File: src/core/bocr_pkg.sv
package bocr_pkg;
  // ****************************************
  // Register map
  // ****************************************
  localparam int BOCR_ADDR_W = 8;
  localparam int BOCR_DATA_W = 24;
  localparam logic [7:0] BOCR_BRIDGE_CFG_IDX = 8'h39;
  localparam logic [7:0] BOCR_RECOV_MON_IDX = 8'h3A;
  localparam logic [7:0] BOCR_SRC_SEL_A_IDX = 8'h3B;
  // Bridge driver config fields
  localparam int BOCR_DSM_THR_LSB = 21;
  localparam int BOCR_DECAY_SIDE_BIT = 14;
  localparam int BOCR_DECAY_SINGLE_BIT = 13;
  localparam int BOCR_DUAL_MOTOR_BIT = 12;
  localparam int BOCR_DEAD_TIME_LSB = 8;
  localparam int BOCR_OL_THR_BIT = 7;
  localparam int BOCR_OL_TEST_A_BIT = 6;
  localparam int BOCR_OL_TEST_B_BIT = 5;
  localparam int BOCR_SLEW_LSB = 0;
  // Writable masks, reserved bits read zero
  localparam logic [23:0] BOCR_BRIDGE_CFG_MASK = 24'h607FFF;
  localparam logic [23:0] BOCR_RECOV_MON_MASK = 24'h81F83F;
  localparam logic [23:0] BOCR_SRC_SEL_A_MASK = 24'h00FFFF;
  // Reset values
  localparam logic [23:0] BOCR_BRIDGE_CFG_RST = 24'h600F00;
  localparam logic [23:0] BOCR_RECOV_MON_RST = 24'h000020;
  localparam logic [23:0] BOCR_SRC_SEL_A_RST = 24'h000000;
  // Recovery and monitor fields
  localparam int BOCR_RDSON_BIT = 23;
  localparam int BOCR_RECOV_LSB = 11;
  localparam int BOCR_MON_EN_BIT = 5;
  localparam int BOCR_MON_SEL_LSB = 0;
  localparam logic [4:0] BOCR_MON_FIRST = 5'h04;
  localparam logic [4:0] BOCR_MON_LAST = 5'h10;
  localparam logic [4:0] BOCR_MON_HOLE = 5'h0A;
  // Output source codes
  localparam logic [3:0] BOCR_SRC_OFF = 4'h0;
  localparam logic [3:0] BOCR_SRC_ON = 4'h1;
  localparam logic [3:0] BOCR_SRC_TMR1 = 4'h2;
  localparam logic [3:0] BOCR_SRC_TMR2 = 4'h3;
  localparam logic [3:0] BOCR_SRC_PWM1 = 4'h4;
  localparam logic [3:0] BOCR_SRC_DIRECTION_SIGNAL_ONE = 4'hE;
  localparam logic [3:0] BOCR_SRC_DIRECTION_SIGNAL_TWO = 4'hF;
  // Timing
  localparam int BOCR_CLK_MHZ = 100;
  localparam int BOCR_DT_STEP_NS = 50;
  localparam int BOCR_DT_STEP_CYC = (BOCR_DT_STEP_NS * BOCR_CLK_MHZ + 999) / 1000;
  localparam int BOCR_PWM_BITS = 10;
  localparam int BOCR_PWM_PERIOD = 1024;
endpackage

File: src/core/bocr_pwm_chan.sv
`timescale 1ns/1ps
module bocr_pwm_chan
  import bocr_pkg::*;
#(
  parameter int DUTY_W = BOCR_PWM_BITS
)
(
  input wire logic clk_i,
  input wire logic rst_i,
  input wire logic [DUTY_W-1:0] pwm_duty_code_i,
  output logic pwm_o
);
  // ****************************************
  // Free-running period counter
  // ****************************************
  logic [DUTY_W-1:0] cnt_reg;
  logic [DUTY_W-1:0] cnt_next;
  logic pwm_reg;
  logic pwm_next;

  // Duty is code/1024, code zero never turns on
  always_comb
  begin
    cnt_next = cnt_reg + 1'b1;
    pwm_next = (cnt_reg < pwm_duty_code_i);
  end

  always_ff @(posedge clk_i or posedge rst_i)
  begin
    if (rst_i)
    begin
      cnt_reg <= '0;
      pwm_reg <= 1'b0;
    end
    else
    begin
      cnt_reg <= cnt_next;
      pwm_reg <= pwm_next;
    end
  end

  assign pwm_o = pwm_reg;
endmodule

File: src/core/bocr_leg_guard.sv
`timescale 1ns/1ps
module bocr_leg_guard
  import bocr_pkg::*;
(
  input wire logic clk_i,
  input wire logic rst_i,
  input wire logic hs_req_i,
  input wire logic ls_req_i,
  input wire logic [3:0] dead_code_i,
  output logic hs_on_o,
  output logic ls_on_o
);
  // ****************************************
  // Break-before-make with dead time
  // ****************************************
  logic hs_reg;
  logic hs_next;
  logic ls_reg;
  logic ls_next;
  logic [11:0] dt_reg;
  logic [11:0] dt_next;

  // Dead time counts code times one step; both off while it runs
  always_comb
  begin
    hs_next = hs_reg;
    ls_next = ls_reg;
    dt_next = dt_reg;
    if (dt_reg != 12'h000)
    begin
      dt_next = dt_reg - 12'h001;
    end
    else if (hs_reg && !hs_req_i)
    begin
      // Switching off is immediate
      hs_next = 1'b0;
      dt_next = 12'(dead_code_i) * 12'(BOCR_DT_STEP_CYC);
    end
    else if (ls_reg && !ls_req_i)
    begin
      ls_next = 1'b0;
      dt_next = 12'(dead_code_i) * 12'(BOCR_DT_STEP_CYC);
    end
    else if (!hs_reg && !ls_reg)
    begin
      // Never both on; high side wins a conflicting request
      hs_next = hs_req_i;
      ls_next = ls_req_i && !hs_req_i;
    end
  end

  always_ff @(posedge clk_i or posedge rst_i)
  begin
    if (rst_i)
    begin
      hs_reg <= 1'b0;
      ls_reg <= 1'b0;
      dt_reg <= 12'h000;
    end
    else
    begin
      hs_reg <= hs_next;
      ls_reg <= ls_next;
      dt_reg <= dt_next;
    end
  end

  assign hs_on_o = hs_reg;
  assign ls_on_o = ls_reg;
endmodule

File: src/core/bocr_regs.sv
`timescale 1ns/1ps
module bocr_regs
  import bocr_pkg::*;
#(
  parameter int PWM_CH = 10
)
(
  input wire logic clk_i,
  input wire logic rst_i,
  input wire logic [BOCR_ADDR_W-1:0] addr_i,
  input wire logic [BOCR_DATA_W-1:0] wdata_i,
  input wire logic wr_i,
  input wire logic rd_i,
  output logic [BOCR_DATA_W-1:0] rdata_o,
  input wire logic bridge_direction_pin_i,
  input wire logic bridge_decay_i,
  input wire logic [PWM_CH*BOCR_PWM_BITS-1:0] pwm_duty_code_i,
  input wire logic timer_one_i,
  input wire logic timer_two_i,
  input wire logic direction_signal_one_i,
  input wire logic direction_signal_two_i,
  output logic [1:0] ds_monitor_threshold_o,
  output logic dual_motor_select_o,
  output logic [3:0] crossover_dead_time_o,
  output logic openload_threshold_high_o,
  output logic openload_test_a_o,
  output logic openload_test_b_o,
  output logic [4:0] slew_code_o,
  output logic output7_resistance_select_o,
  output logic [5:0] recovery_enable_o,
  output logic current_monitor_enable_o,
  output logic [4:0] current_monitor_select_o,
  output logic bridge_hs1_o,
  output logic bridge_ls1_o,
  output logic bridge_hs2_o,
  output logic bridge_ls2_o,
  output logic [3:0] hs_out_o
);
  // ****************************************
  // Register storage
  // ****************************************
  // Three control words; reserved bits are never stored
  logic [23:0] bridge_driver_config_reg;
  logic [23:0] bridge_driver_config_next;
  logic [23:0] recovery_and_monitor_config_reg;
  logic [23:0] recovery_and_monitor_config_next;
  logic [23:0] output_source_select_a_reg;
  logic [23:0] output_source_select_a_next;
  logic [23:0] rdata_reg;
  logic [23:0] rdata_next;

  // Masked merge keeps reserved bits at zero
  // so software always reads them back as zero
  function automatic logic [23:0] merge(input logic [23:0] d, input logic [23:0] m);
    merge = d & m;
  endfunction

  // Decoded source level for one four-bit field
  // Codes 4 to 13 pick a PWM level, first channel at bit 0
  // Each field uses the same table, so one function serves all four
  function automatic logic src_level(input logic [3:0] code, input logic t1, input logic t2,
                                     input logic d1, input logic d2, input logic [9:0] pw);
    logic lvl;
    lvl = 1'b0;
    case (code)
      BOCR_SRC_OFF: lvl = 1'b0;
      BOCR_SRC_ON: lvl = 1'b1;
      BOCR_SRC_TMR1: lvl = t1;
      BOCR_SRC_TMR2: lvl = t2;
      BOCR_SRC_DIRECTION_SIGNAL_ONE: lvl = d1;
      BOCR_SRC_DIRECTION_SIGNAL_TWO: lvl = d2;
      default: lvl = pw[4'(code - BOCR_SRC_PWM1)];
    endcase
    src_level = lvl;
  endfunction

  // Write decode; unmapped addresses are ignored
  // Dead-time codes 0000 and 0001 are stored as written; keep them out
  always_comb
  begin
    bridge_driver_config_next = bridge_driver_config_reg;
    recovery_and_monitor_config_next = recovery_and_monitor_config_reg;
    output_source_select_a_next = output_source_select_a_reg;
    if (wr_i)
    begin
      case (addr_i)
        BOCR_BRIDGE_CFG_IDX: bridge_driver_config_next = merge(wdata_i, BOCR_BRIDGE_CFG_MASK);
        BOCR_RECOV_MON_IDX: recovery_and_monitor_config_next = merge(wdata_i, BOCR_RECOV_MON_MASK);
        BOCR_SRC_SEL_A_IDX:
          output_source_select_a_next = merge(wdata_i, BOCR_SRC_SEL_A_MASK);
        default: ;
      endcase
    end
  end

  // Read data valid the cycle after the strobe; zero otherwise
  // Zero outside a read keeps the bus quiet between accesses
  // Reads and writes may come back to back with no gap
  always_comb
  begin
    rdata_next = 24'h000000;
    if (rd_i)
    begin
      case (addr_i)
        BOCR_BRIDGE_CFG_IDX: rdata_next = bridge_driver_config_reg;
        BOCR_RECOV_MON_IDX: rdata_next = recovery_and_monitor_config_reg;
        BOCR_SRC_SEL_A_IDX: rdata_next = output_source_select_a_reg;
        default: rdata_next = 24'h000000;
      endcase
    end
  end

  // Register bank; reset loads the default words
  always_ff @(posedge clk_i or posedge rst_i)
  begin
    if (rst_i)
    begin
      bridge_driver_config_reg <= BOCR_BRIDGE_CFG_RST;
      recovery_and_monitor_config_reg <= BOCR_RECOV_MON_RST;
      output_source_select_a_reg <= BOCR_SRC_SEL_A_RST;
      rdata_reg <= 24'h000000;
    end
    else
    begin
      bridge_driver_config_reg <= bridge_driver_config_next;
      recovery_and_monitor_config_reg <= recovery_and_monitor_config_next;
      output_source_select_a_reg <= output_source_select_a_next;
      rdata_reg <= rdata_next;
    end
  end

  // ****************************************
  // PWM channels and source decode
  // ****************************************
  // PWM levels, decoded source levels and their register
  logic [PWM_CH-1:0] pwm_lvl;
  logic [3:0] hs_reg;
  logic [3:0] hs_next;

  // Channels run free; their phase is not tied to a write
  // Trade-off: a duty change lands mid period, with no glitch guard
  genvar g;
  generate
    for (g = 0; g < PWM_CH; g++)
    begin : g_pwm
      bocr_pwm_chan #(.DUTY_W(BOCR_PWM_BITS)) u_pwm (
        .clk_i(clk_i),
        .rst_i(rst_i),
        .pwm_duty_code_i(pwm_duty_code_i[g*BOCR_PWM_BITS +: BOCR_PWM_BITS]),
        .pwm_o(pwm_lvl[g])
      );
    end
  endgenerate

  // Four driver fields at 3:0, 7:4, 11:8, 15:12
  // Each output lags its source by one register stage
  always_comb
  begin
    for (int i = 0; i < 4; i++)
    begin
      hs_next[i] = src_level(output_source_select_a_reg[4*i +: 4], timer_one_i, timer_two_i,
                             direction_signal_one_i, direction_signal_two_i,
                             pwm_lvl);
    end
  end

  // ****************************************
  // Current monitor and config outputs
  // ****************************************
  // Monitor enable register and a view of the select field
  logic mon_en_reg;
  logic mon_en_next;
  logic [4:0] mon_sel;

  // Unknown codes deactivate the monitor
  // Enable and select are both checked, so the pin never shows a
  // stale image after software clears the enable
  always_comb
  begin
    mon_sel = recovery_and_monitor_config_reg[BOCR_MON_SEL_LSB +: 5];
    mon_en_next = recovery_and_monitor_config_reg[BOCR_MON_EN_BIT]
                  && (mon_sel >= BOCR_MON_FIRST) && (mon_sel <= BOCR_MON_LAST)
                  && (mon_sel != BOCR_MON_HOLE);
  end

  // Decoded levels and monitor enable registered for clean pins
  always_ff @(posedge clk_i or posedge rst_i)
  begin
    if (rst_i)
    begin
      // Monitor stays off until the first decode after reset
      hs_reg <= 4'h0;
      mon_en_reg <= 1'b0;
    end
    else
    begin
      hs_reg <= hs_next;
      mon_en_reg <= mon_en_next;
    end
  end

  // ****************************************
  // Bridge leg requests
  // ****************************************
  // Requests ahead of the dead-time guards
  logic dir;
  logic hs_side;
  logic single;
  logic [1:0] hs_req;
  logic [1:0] ls_req;

  // Drive forward/reverse, or slow decay on chosen side
  // Drive phase: one high switch and the opposite low switch
  // Slow decay: both legs on the chosen side, or one leg by direction
  always_comb
  begin
    dir = bridge_direction_pin_i;
    hs_side = bridge_driver_config_reg[BOCR_DECAY_SIDE_BIT];
    single = bridge_driver_config_reg[BOCR_DECAY_SINGLE_BIT];
    hs_req = 2'b00;
    ls_req = 2'b00;
    if (!bridge_decay_i)
    begin
      hs_req = dir ? 2'b10 : 2'b01;
      ls_req = dir ? 2'b01 : 2'b10;
    end
    else if (hs_side)
    begin
      // Single leg choice follows only the direction pin
      hs_req = single ? (dir ? 2'b10 : 2'b01) : 2'b11;
    end
    else
    begin
      ls_req = single ? (dir ? 2'b10 : 2'b01) : 2'b11;
    end
  end

  // Guarded switch states, one bit per leg
  logic [1:0] hs_on;
  logic [1:0] ls_on;

  // One guard per half bridge, each with its own dead-time counter
  // Both guards read the same dead-time field
  generate
    for (g = 0; g < 2; g++)
    begin : g_leg
      bocr_leg_guard u_guard (
        .clk_i(clk_i),
        .rst_i(rst_i),
        .hs_req_i(hs_req[g]),
        .ls_req_i(ls_req[g]),
        .dead_code_i(bridge_driver_config_reg[BOCR_DEAD_TIME_LSB +: 4]),
        .hs_on_o(hs_on[g]),
        .ls_on_o(ls_on[g])
      );
    end
  endgenerate

  // ****************************************
  // Output assignments (all registered)
  // ****************************************
  // Config outputs are plain register bits: they change one cycle
  // after the write strobe and stay until the next write
  assign rdata_o = rdata_reg;
  assign ds_monitor_threshold_o = bridge_driver_config_reg[BOCR_DSM_THR_LSB +: 2];
  assign dual_motor_select_o = bridge_driver_config_reg[BOCR_DUAL_MOTOR_BIT];
  assign crossover_dead_time_o = bridge_driver_config_reg[BOCR_DEAD_TIME_LSB +: 4];
  assign openload_threshold_high_o = bridge_driver_config_reg[BOCR_OL_THR_BIT];
  assign openload_test_a_o = bridge_driver_config_reg[BOCR_OL_TEST_A_BIT];
  assign openload_test_b_o = bridge_driver_config_reg[BOCR_OL_TEST_B_BIT];
  assign slew_code_o = bridge_driver_config_reg[BOCR_SLEW_LSB +: 5];
  assign output7_resistance_select_o = recovery_and_monitor_config_reg[BOCR_RDSON_BIT];
  assign recovery_enable_o = recovery_and_monitor_config_reg[BOCR_RECOV_LSB +: 6];
  assign current_monitor_enable_o = mon_en_reg;
  assign current_monitor_select_o = recovery_and_monitor_config_reg[BOCR_MON_SEL_LSB +: 5];
  assign bridge_hs1_o = hs_on[0];
  assign bridge_ls1_o = ls_on[0];
  assign bridge_hs2_o = hs_on[1];
  assign bridge_ls2_o = ls_on[1];
  assign hs_out_o = hs_reg;
endmodule

File: config.mk
export PLATFORM = sky130hd
export DESIGN_NAME = bocr_regs
export DESIGN_NICKNAME = d
export VERILOG_FILES = /design/src/core/bocr_pkg.sv /design/src/core/bocr_pwm_chan.sv /design/src/core/bocr_leg_guard.sv /design/src/core/bocr_regs.sv
export SDC_FILE = /design/constraint.sdc
export NUM_CORES = 1
export LEC_CHECK = 0
export BUFFER_PORTS_ARGS = -buffer_cell sky130_fd_sc_hd__buf_2
export CORE_UTILIZATION = 45
export DETAILED_ROUTE_END_ITERATION = 6
export PLACE_DENSITY = 0.7
export SYNTH_ARGS = -nofsm -noshare
export SYNTH_HDL_FRONTEND = slang
export SYNTH_SLANG_ARGS = --single-unit
export TNS_END_PERCENT = 30
File: constraint.sdc
create_clock -name clk_i -period 7.9 [get_ports clk_i]
set_clock_uncertainty 0.15 [all_clocks]
set_input_delay 1.58 -clock clk_i [delete_from_list [all_inputs] [get_ports clk_i]]
set_output_delay 1.58 -clock clk_i [all_outputs]
set_load 0.01 [all_outputs]
==> impl_metrics.yaml, run 1 <==
global_routing:
  grt_overflow: 0
  grt_pass1_wl_microns: 41500
  grt_pass1_vias: 8513
  grt_use_met2: 0.318
  grt_max_degree: 142
  use_met3: 0.0462
  gr-usage-all-layers: 0.194
  grt.met1_usage: 0.251
  busiest_layer: "met2"
  antenna_found_initial: 4
synthesis:
  synth-xor-area-share: 0.0643
  ys_ff_latch: 209
  synthTopCellsByArea: "dfrtp_1 (43%), ha_1 (12%), mux2_2 (5.9%), xnor2_1 (4.8%), inv_1 (3.9%)"
  synth_top_family_by_area: "adder cells"
  yosysUniqueCellTypes: 58
  avgSynthCellArea_sq_um: 10.4
  yosysWarnings: 0
  synth-seq-area-share: 0.447
  muxShareOfSynthArea: 0.0818
  synth-adder-area-share: 0.126
  syn_area_sq_um: 11700
  yosys.area_share.simple: 0.122
  synth_ff_type: "dfrtp_1"
  async_flop_share: 1.00
  synth_compound_area_frac: 0.0944
  synth_edf_count: 0
  yosysTopAreaCell: "dfrtp_1"
  yosysTopAreaCellShare: 0.432
  synth_cells: 1123
power:
  pwr-share-comb: 0.067
  clkPwrFrac: 0.489
  power.net_switching_uw: 540
  vdd_drop_max_mv: 0.132
  seqPwrFrac: 0.444
  power.leakage_uw: 0.00717
  powerDensity_nw_per_um2: 181
  power_uw: 2480
  sw_frac_of_total: 0.217
  p_int_uw: 1940
clock_network:
  clk_pin_slew_ns: 0.06
  cts_sinks: 209
  cts_buffer_depth: 3
  insertion_delay_ns: 0.50
  cts_hold_buffers: 0
  cts_tree: "done"
  root_buffer: "clkbuf_16"
  post_cts_buffers: 0
  cts_resized: 0
  h-tree-depth: 1
  cts_buffers: 24
worst_setup_path:
  slowest_delay_ns: 0.85
  crit_chain: "buf_2 > nor2b_1 > nand2_1 > mux2_2"
  worstPathArrival_ns: 4.12
  critPathSlowestCell: "nor2b_1"
  critPathCaptureType: "flip-flop"
  crit_buf_inv: 1
  start_kind: "primary input"
  critPathRequiredTime_ns: 8.13
  critPathTopFamily: "simple AND/OR/NAND/NOR gates"
  r2r_slack_ns: 4.90
  crit_type: "in -> reg"
  crit_fanout: 17
outcome:
  status: "finished clean"
timing:
  finalMaxSlewViolations: 0
  setup_violations: 0
  max_freq_ghz: 0.257
  fin_ws_ns: 4.01
  worst_pin_slew_ns: 1.00
  rsz0062_at_grt: "false"
  post-route-min-period_ns: 3.89
  finalHoldViolCount: 0
  whs_ns: 0.328
  fin_setup_tns_ns: 0
  post-route-period-util: 0.492
  relSlewSlack: 0.330
final_layout:
  nFillCells: 2269
  largest_reg_flops: 100
  finalCoreUtilization: 0.542
  nNetsFinal: 1557
  final_common_cell: "dfrtp_1"
  final_cell_mix: "dfrtp_1 (202), buf_2 (193), inv_1 (121), ha_1 (116), nand3_1 (69)"
  layout-drive-gt1-share: 0.247
  area.growth.synth_to_final_pct: 17.2
  antennaDiodeCount: 0
routing:
  drc: 0
  vias_per_cell: 5.17
  vias: 8502
  wl_microns: 24800
  drtIter0Drc: 350
  wire_per_inst_microns: 15.0
  ant_nets: 0
  drt_pass1_iterations: 5
placement:
  routabilityCongestion: 0.843
  pre_cts_ws_ns: 3.42
  place_hpwl_microns: 18600
  place.port_buffers: 193
die:
  rows: 58
  die_area_sq_um: 26700
  die-width_microns: 163
  core_sq_um: 25300
  fp.dieH_microns: 163
  start_util: 0.462
  ios: 202
job:
  maxCapViolCount: 0
hold_path:
  hold_class: "reg -> reg"
[per-stage QoR]
step / area (sq um) / instances
global placement: 12800 / 1602
detailed placement: 12800 / 1602
CTS: 13700 / 1646
floorplan: 11700 / 1126
finish: 13700 / 1646
global route: 13700 / 1646
[layout make-up]
class                           count  area [sq um]  area share
Inverter                          122           465      0.0339
Clock buffer                       35           743      0.0542
Timing Repair Buffer              195           981      0.0715
Tap cell                          330           413      0.0301
Sequential cell                   209          5240       0.382
Multi-Input combinational cell    746          5730       0.418
Clock inverter                      9           149      0.0109
[final timing paths]
kind / from / endpoint / depth (start not counted)
min in group asynchronous: rst_i / g_pwm[6].u_pwm.cnt_reg[3] / 2
max in group asynchronous: rst_i / rdata_o[13] / 3
hold reg to reg: g_pwm[0].u_pwm.cnt_reg[9] / g_pwm[0].u_pwm.cnt_reg[9] / 1
setup / recovery: addr_i[0] / bridge_driver_config_reg[3] / 4
setup reg to reg: g_leg[1].u_guard.dt_reg[0] / g_leg[1].u_guard.dt_reg[0] / 7
hold / removal: g_pwm[0].u_pwm.cnt_reg[9] / g_pwm[0].u_pwm.cnt_reg[9] / 1
[cell usage after synthesis (8+ instances only)]
cell type,count
a221oi_1,9
ha_1,116
a21oi_1,43
nor2_1,60
o21ai_0,59
clkbuf_1,13
xnor2_1,64
mux2i_1,9
nor3_1,27
and3_1,27
nand4_1,10
o2111a_1,9
mux2_2,61
mux4_2,8
a21boi_0,9
xor2_1,22
nand2_1,53
inv_1,122
a22oi_1,10
dfrtp_1,202
nand3_1,69
buf_4,27
[power by group through the flow]
stage	sequential (uW)	combinational, uW	clock, uW
after global placement	1120	165	0
after floorplan	1120	111	0
final	1100	167	1210
after CTS	1100	171	1240
after global routing	1110	194	1290
after detailed placement	1120	171	0
[logic make-up (layout without fill, tap and decap cells)]
kind of cell / count (synthesis) / in the layout
other: 1 / 4
xor gates and xnor gates: 86 / 86
adders and majority gates: 117 / 117
and+or+nand+nor: 286 / 286
muxes: 78 / 78
buffers and inverters: 171 / 361
DFF: 209 / 209
AOI/OAI and AO/OA: 175 / 175
[metal layers]
metal	wire, microns	vias to the layer above
met5	60	-
met4	745	8
met3	1450	54
met2	11700	177
met1	10700	4030
li1	-	4233
Note: power is estimated with default switching activity, not from simulation.
==> run 2: changes to the inputs <==
--- a/config.mk
+++ b/config.mk
@@ -8,7 +8,7 @@
 export BUFFER_PORTS_ARGS = -buffer_cell sky130_fd_sc_hd__buf_2
 export CORE_UTILIZATION = 45
 export DETAILED_ROUTE_END_ITERATION = 6
-export PLACE_DENSITY = 0.7
+export PLACE_DENSITY = 0.73
 export SYNTH_ARGS = -nofsm -noshare
 export SYNTH_HDL_FRONTEND = slang
 export SYNTH_SLANG_ARGS = --single-unit
==> constraint.sdc (replaced) <==
create_clock -name clk_i -period 3.19 [get_ports clk_i]
set_clock_uncertainty 0.15 [all_clocks]
set_input_delay 0.638 -clock clk_i [delete_from_list [all_inputs] [get_ports clk_i]]
set_output_delay 0.638 -clock clk_i [all_outputs]
set_load 0.01 [all_outputs]
==> impl_metrics.yaml, run 2 (same netlist as run 1, synthesis figures left out) <==
routing:
  drt_pass1_iterations: 5
  drc: 0
  drtIter0Drc: 499
  ant_nets: 0
  wire_per_inst_microns: 15.3
  wl_microns: 25300
  vias: 8628
  vias_per_cell: 5.21
final_layout:
  nNetsFinal: 1566
  multi_input_area_sq_um: 5730
  layout-drive-gt1-share: 0.250
  final_common_cell: "dfrtp_1"
  largest_reg_flops: 100
  final-seq-area_sq_um: 5240
  area.growth.synth_to_final_pct: 16.8
  final_cell_mix: "dfrtp_1 (202), buf_2 (193), inv_1 (121), ha_1 (116), nand3_1 (69)"
  nFillCells: 2200
power:
  pwr-share-comb: 0.075
  sw_frac_of_total: 0.230
  clkPwrFrac: 0.446
  vdd_drop_max_mv: 0.338
  power.leakage_uw: 0.00714
  p_int_uw: 4390
  seqPwrFrac: 0.479
  power.net_switching_uw: 1310
  powerDensity_nw_per_um2: 417
timing:
  fin_ws_ns: 0.416
  finalMaxSlewViolations: 0
  post-route-period-util: 0.870
  post-route-min-period_ns: 2.77
  relSlewSlack: 0.294
  whs_ns: 0.0531
  fin_setup_tns_ns: 0
  finalHoldViolCount: 0
  max_freq_ghz: 0.360
  worst_pin_slew_ns: 1.05
  setup_violations: 0
  rsz0062_at_grt: "false"
die:
  fp.dieH_microns: 163
  die_area_sq_um: 26700
  start_util: 0.462
  die-width_microns: 163
  core_sq_um: 25300
  rows: 58
  ios: 202
worst_setup_path:
  crit_type: "reg -> reg"
  crit_buf_inv: 1
  critPathRequiredTime_ns: 3.46
  worstPathArrival_ns: 3.04
  start_kind: "flip-flop"
  slowest_delay_ns: 0.54
  critPathCaptureType: "flip-flop"
  crit_chain: "inv_1 > ha_1 > or4b_4 > or4_1 > a221o_1 > nor2b_1 > o22ai_1"
  critPathTopFamily: "simple AND/OR/NAND/NOR gates"
  critPathSlowestCell: "or4_1"
  crit_fanout: 14
clock_network:
  cts_sinks: 209
  cts_buffers: 23
  cts_resized: 0
  cts_hold_buffers: 0
  h-tree-depth: 1
  insertion_delay_ns: 0.50
  post_cts_buffers: 0
  clk_pin_slew_ns: 0.06
  cts_buffer_depth: 3
  root_buffer: "clkbuf_16"
  cts_tree: "done"
global_routing:
  grt_max_degree: 60
  grt_pass1_vias: 8543
  gr-usage-all-layers: 0.196
  grt_overflow: 0
  grt_pass1_wl_microns: 42100
  antenna_found_initial: 3
placement:
  place.port_buffers: 193
  place_hpwl_microns: 19200
  pre_cts_ws_ns: 0.446
  routabilityCongestion: 0.853
outcome:
  status: "finished clean"
hold_path:
  hold_class: "in -> async"
job:
  maxCapViolCount: 0
## run 2: changes by cell type in the layout (fill, tap and decap cells not counted), sizes merged
cell / change
inv: -2
clkbuf: -1
buf: +10
bufinv: -4
clkinvlp: +3
diode: +3
## run 2: per-layer routing
layer,GRT usage,routed length (microns)
met1,0.255,11200
met2,0.331,12100
met3,0.0396,1370
met4,0.0501,575
met5,0,27
## run 2: power by group through the flow
| stage | Clock, uW | Combinational, uW | Sequential, uW |
|---|---|---|---|
| floorplan | 0 | 274 | 2760 |
| global route | 2730 | 492 | 2740 |
| detailed placement | 0 | 434 | 2780 |
| global placement | 0 | 419 | 2780 |
| finish | 2540 | 428 | 2730 |
| CTS | 2610 | 437 | 2730 |
## run 2: metrics by stage
| stage | instance area (sq um) | util | cells | power, uW |
|---|---|---|---|---|
| 5_1_grt | 13700 | 0.540 | 1652 | 5960 |
| 2_1_floorplan | 11700 | - | 1126 | 3040 |
| 6_report | 13700 | 0.540 | 1655 | 5700 |
| 4_1_cts | 13700 | 0.540 | 1652 | 5780 |
| 3_5_place_dp | 12900 | 0.511 | 1612 | 3220 |
| 3_3_place_gp | 12900 | 0.511 | 1612 | 3200 |
## run 2: final cells by class
cell class	instances	share of cell area
diodes	3	0.000549
clock buffers	34	0.0510
clock inverters	6	0.00256
inverters	122	0.0338
multi-input cells	746	0.419
flip-flops and latches	209	0.383
well taps	330	0.0302
repair buffers	205	0.0800
## run 2: worst paths after layout
| kind | start | end | slack, ns | cells past startpoint |
|---|---|---|---|---|
| worst max-delay path | g_leg[1].u_guard.dt_reg[0] | g_leg[1].u_guard.dt_reg[0] | 0.42 | 7 |
| worst min-delay path | rst_i | g_pwm[8].u_pwm.cnt_reg[0] | 0.05 | 2 |
| worst max register to register | g_leg[1].u_guard.dt_reg[0] | g_leg[1].u_guard.dt_reg[0] | 0.42 | 7 |
| worst min register to register | g_pwm[4].u_pwm.cnt_reg[9] | g_pwm[4].u_pwm.cnt_reg[9] | 0.33 | 1 |
| max in group asynchronous | rst_i | bridge_driver_config_reg[21] | 2.12 | 3 |
| min in group clk_i | wdata_i[21] | bridge_driver_config_reg[21] | 0.22 | 2 |
==> run 3: changes to the inputs <==
--- a/config.mk
+++ b/config.mk
@@ -6,9 +6,12 @@
 export NUM_CORES = 1
 export LEC_CHECK = 0
 export BUFFER_PORTS_ARGS = -buffer_cell sky130_fd_sc_hd__buf_2
-export CORE_UTILIZATION = 45
+export CELL_PAD_IN_SITES_DETAIL_PLACEMENT = 1
+export CELL_PAD_IN_SITES_GLOBAL_PLACEMENT = 2
+export CORE_UTILIZATION = 33
 export DETAILED_ROUTE_END_ITERATION = 6
-export PLACE_DENSITY = 0.73
+export PLACE_DENSITY = 0.81
+export RECOVER_POWER = 100
 export SYNTH_ARGS = -nofsm -noshare
 export SYNTH_HDL_FRONTEND = slang
 export SYNTH_SLANG_ARGS = --single-unit
==> impl_metrics.yaml, run 3 (same netlist as run 1, synthesis figures left out) <==
outcome:
  status: "finished clean"
final_layout:
  final_cells: 1791
  final_cell_mix: "dfrtp_1 (202), buf_2 (143), inv_1 (121), ha_1 (116), nand3_1 (69)"
  nFillCells: 3981
  final_common_cell: "dfrtp_1"
  layout-drive-gt1-share: 0.200
  area.growth.synth_to_final_pct: 17.8
  nNetsFinal: 1571
  design_area_sq_um: 13800
  largest_reg_flops: 100
clock_network:
  cts_tree: "done"
  root_buffer: "clkbuf_16"
  cts_sinks: 209
  cts_resized: 0
  post_cts_buffers: 0
  cts_buffer_depth: 3
  cts_buffers: 25
  cts_hold_buffers: 0
  h-tree-depth: 1
  insertion_delay_ns: 0.52
  clk_pin_slew_ns: 0.06
hold_path:
  min_from: "wdata_i[16]"
  hold_class: "in -> reg"
  hold_path_depth: 2
  hold-path-endpoint: "recovery_and_monitor_config_reg[16]"
worst_setup_path:
  critPathRequiredTime_ns: 3.48
  worstPathArrival_ns: 3.14
  crit_fanout: 14
  start_kind: "flip-flop"
  rr_startpoint: "g_leg[1].u_guard.dt_reg[0]"
  crit_type: "reg -> reg"
  r2r_slack_ns: 0.34
  reg2reg_to: "g_leg[1].u_guard.dt_reg[0]"
  critPathCaptureType: "flip-flop"
  rr_worst_depth: 7
power:
  power.leakage_uw: 0.00694
  vdd_drop_max_mv: 0.305
  powerDensity_nw_per_um2: 435
global_routing:
  grt_pass1_wl_microns: 48500
  use_met3: 0.0372
  gr-usage-all-layers: 0.167
  antenna_found_initial: 6
  grt_overflow: 0
  grt_use_met2: 0.288
  grt_pass1_vias: 9271
  grt.met1_usage: 0.212
  busiest_layer: "met2"
  grt_max_degree: 60
placement:
  place.port_buffers: 193
  dpl_cell_area_sq_um: 13100
  dp_cells: 1740
  routabilityCongestion: 0.811
  place_hpwl_microns: 22900
routing:
  drt_pass1_iterations: 4
  drc: 0
  drtIter0Drc: 225
  vias_per_cell: 4.88
  wl_microns: 29700
  vias: 8743
  ant_nets: 0
  wire_per_inst_microns: 16.6
timing:
  relSlewSlack: 0.0190
  finalHoldViolCount: 0
  setup_violations: 0
  post-route-period-util: 0.892
  worst_pin_slew_ns: 1.47
  fin_setup_tns_ns: 0
  max_freq_ghz: 0.351
  post-route-min-period_ns: 2.85
  finalMaxSlewViolations: 0
  rsz0062_at_grt: "false"
  whs_ns: 0.202
die:
  die_area_sq_um: 36200
  ios: 202
  fp.dieH_microns: 190
  core_sq_um: 34700
  rows: 68
  start_util: 0.337
  die-width_microns: 190
job:
  maxCapViolCount: 0
-- run 3: cell types whose count changed in the layout (fill, tap and decap cells not counted), sizes merged --
cell / previous run / this run
clkbuf: 34 / 100
clkinv: 4 / 5
bufinv: 0 / 2
inv: 121 / 122
clkinvlp: 3 / 2
buf: 205 / 145
diode: 3 / 5
-- run 3: area by class of cell --
| class | count | area (sq um) | share of cell area |
|---|---|---|---|
| well taps | 455 | 569 | 0.0413 |
| inverters | 122 | 459 | 0.0333 |
| flip-flops and latches | 209 | 5240 | 0.380 |
| repair buffers | 208 | 971 | 0.0704 |
| clock inverters | 9 | 101 | 0.00735 |
| diodes | 5 | 12.5 | 0.000907 |
| clock buffers | 37 | 721 | 0.0522 |
| multi-input cells | 746 | 5720 | 0.415 |
-- run 3: worst max-delay path by stage --
stage                               startpoint                                   to  depth (start not counted)
floorplan                                rst_i          bridge_driver_config_reg[0]                          1
global placement    g_leg[1].u_guard.dt_reg[0]           g_leg[1].u_guard.dt_reg[0]                          7
detailed placement  g_leg[1].u_guard.dt_reg[0]           g_leg[1].u_guard.dt_reg[0]                          7
CTS                 g_leg[1].u_guard.dt_reg[0]           g_leg[1].u_guard.dt_reg[0]                          7
global route                             rst_i  recovery_and_monitor_config_reg[23]                          3
finish              g_leg[1].u_guard.dt_reg[0]           g_leg[1].u_guard.dt_reg[0]                          7
-- run 3: worst max-delay path: stages, from the launching register on --
cell and delay, ns:
dfrtp_1 0.42, inv_1 0.10, ha_1 0.15, or4b_1 0.52, or4_1 0.56, a221o_1 0.48
nor2b_1 0.22, o22ai_1 0.17
-- run 3: report_power, final --
| group | switching [uW] | leakage, uW | total [uW] | internal (uW) |
|---|---|---|---|---|
| Clock | 1120 | 0.000405 | 2840 | 1720 |
| Combinational | 237 | 0.00389 | 425 | 188 |
| Sequential | 46.2 | 0.00265 | 2740 | 2690 |
| Total | 1400 | 0.00694 | 6000 | 4600 |
-- run 3: layer usage --
layer | up-vias | routed length [microns]
li1 | 4264 | -
met1 | 4314 | 13000
met2 | 123 | 14600
met3 | 38 | 1590
met4 | 4 | 490
met5 | - | 25
-- run 3: metrics by stage --
step	total power, uW	utilization	worst slack (ns)
floorplan	3040	-	-0.307
global placement	3210	0.378	0.436
detailed placement	3230	0.378	0.393
CTS	6140	0.401	0.378
global route	6270	0.397	0.153
finish	6000	0.397	0.344
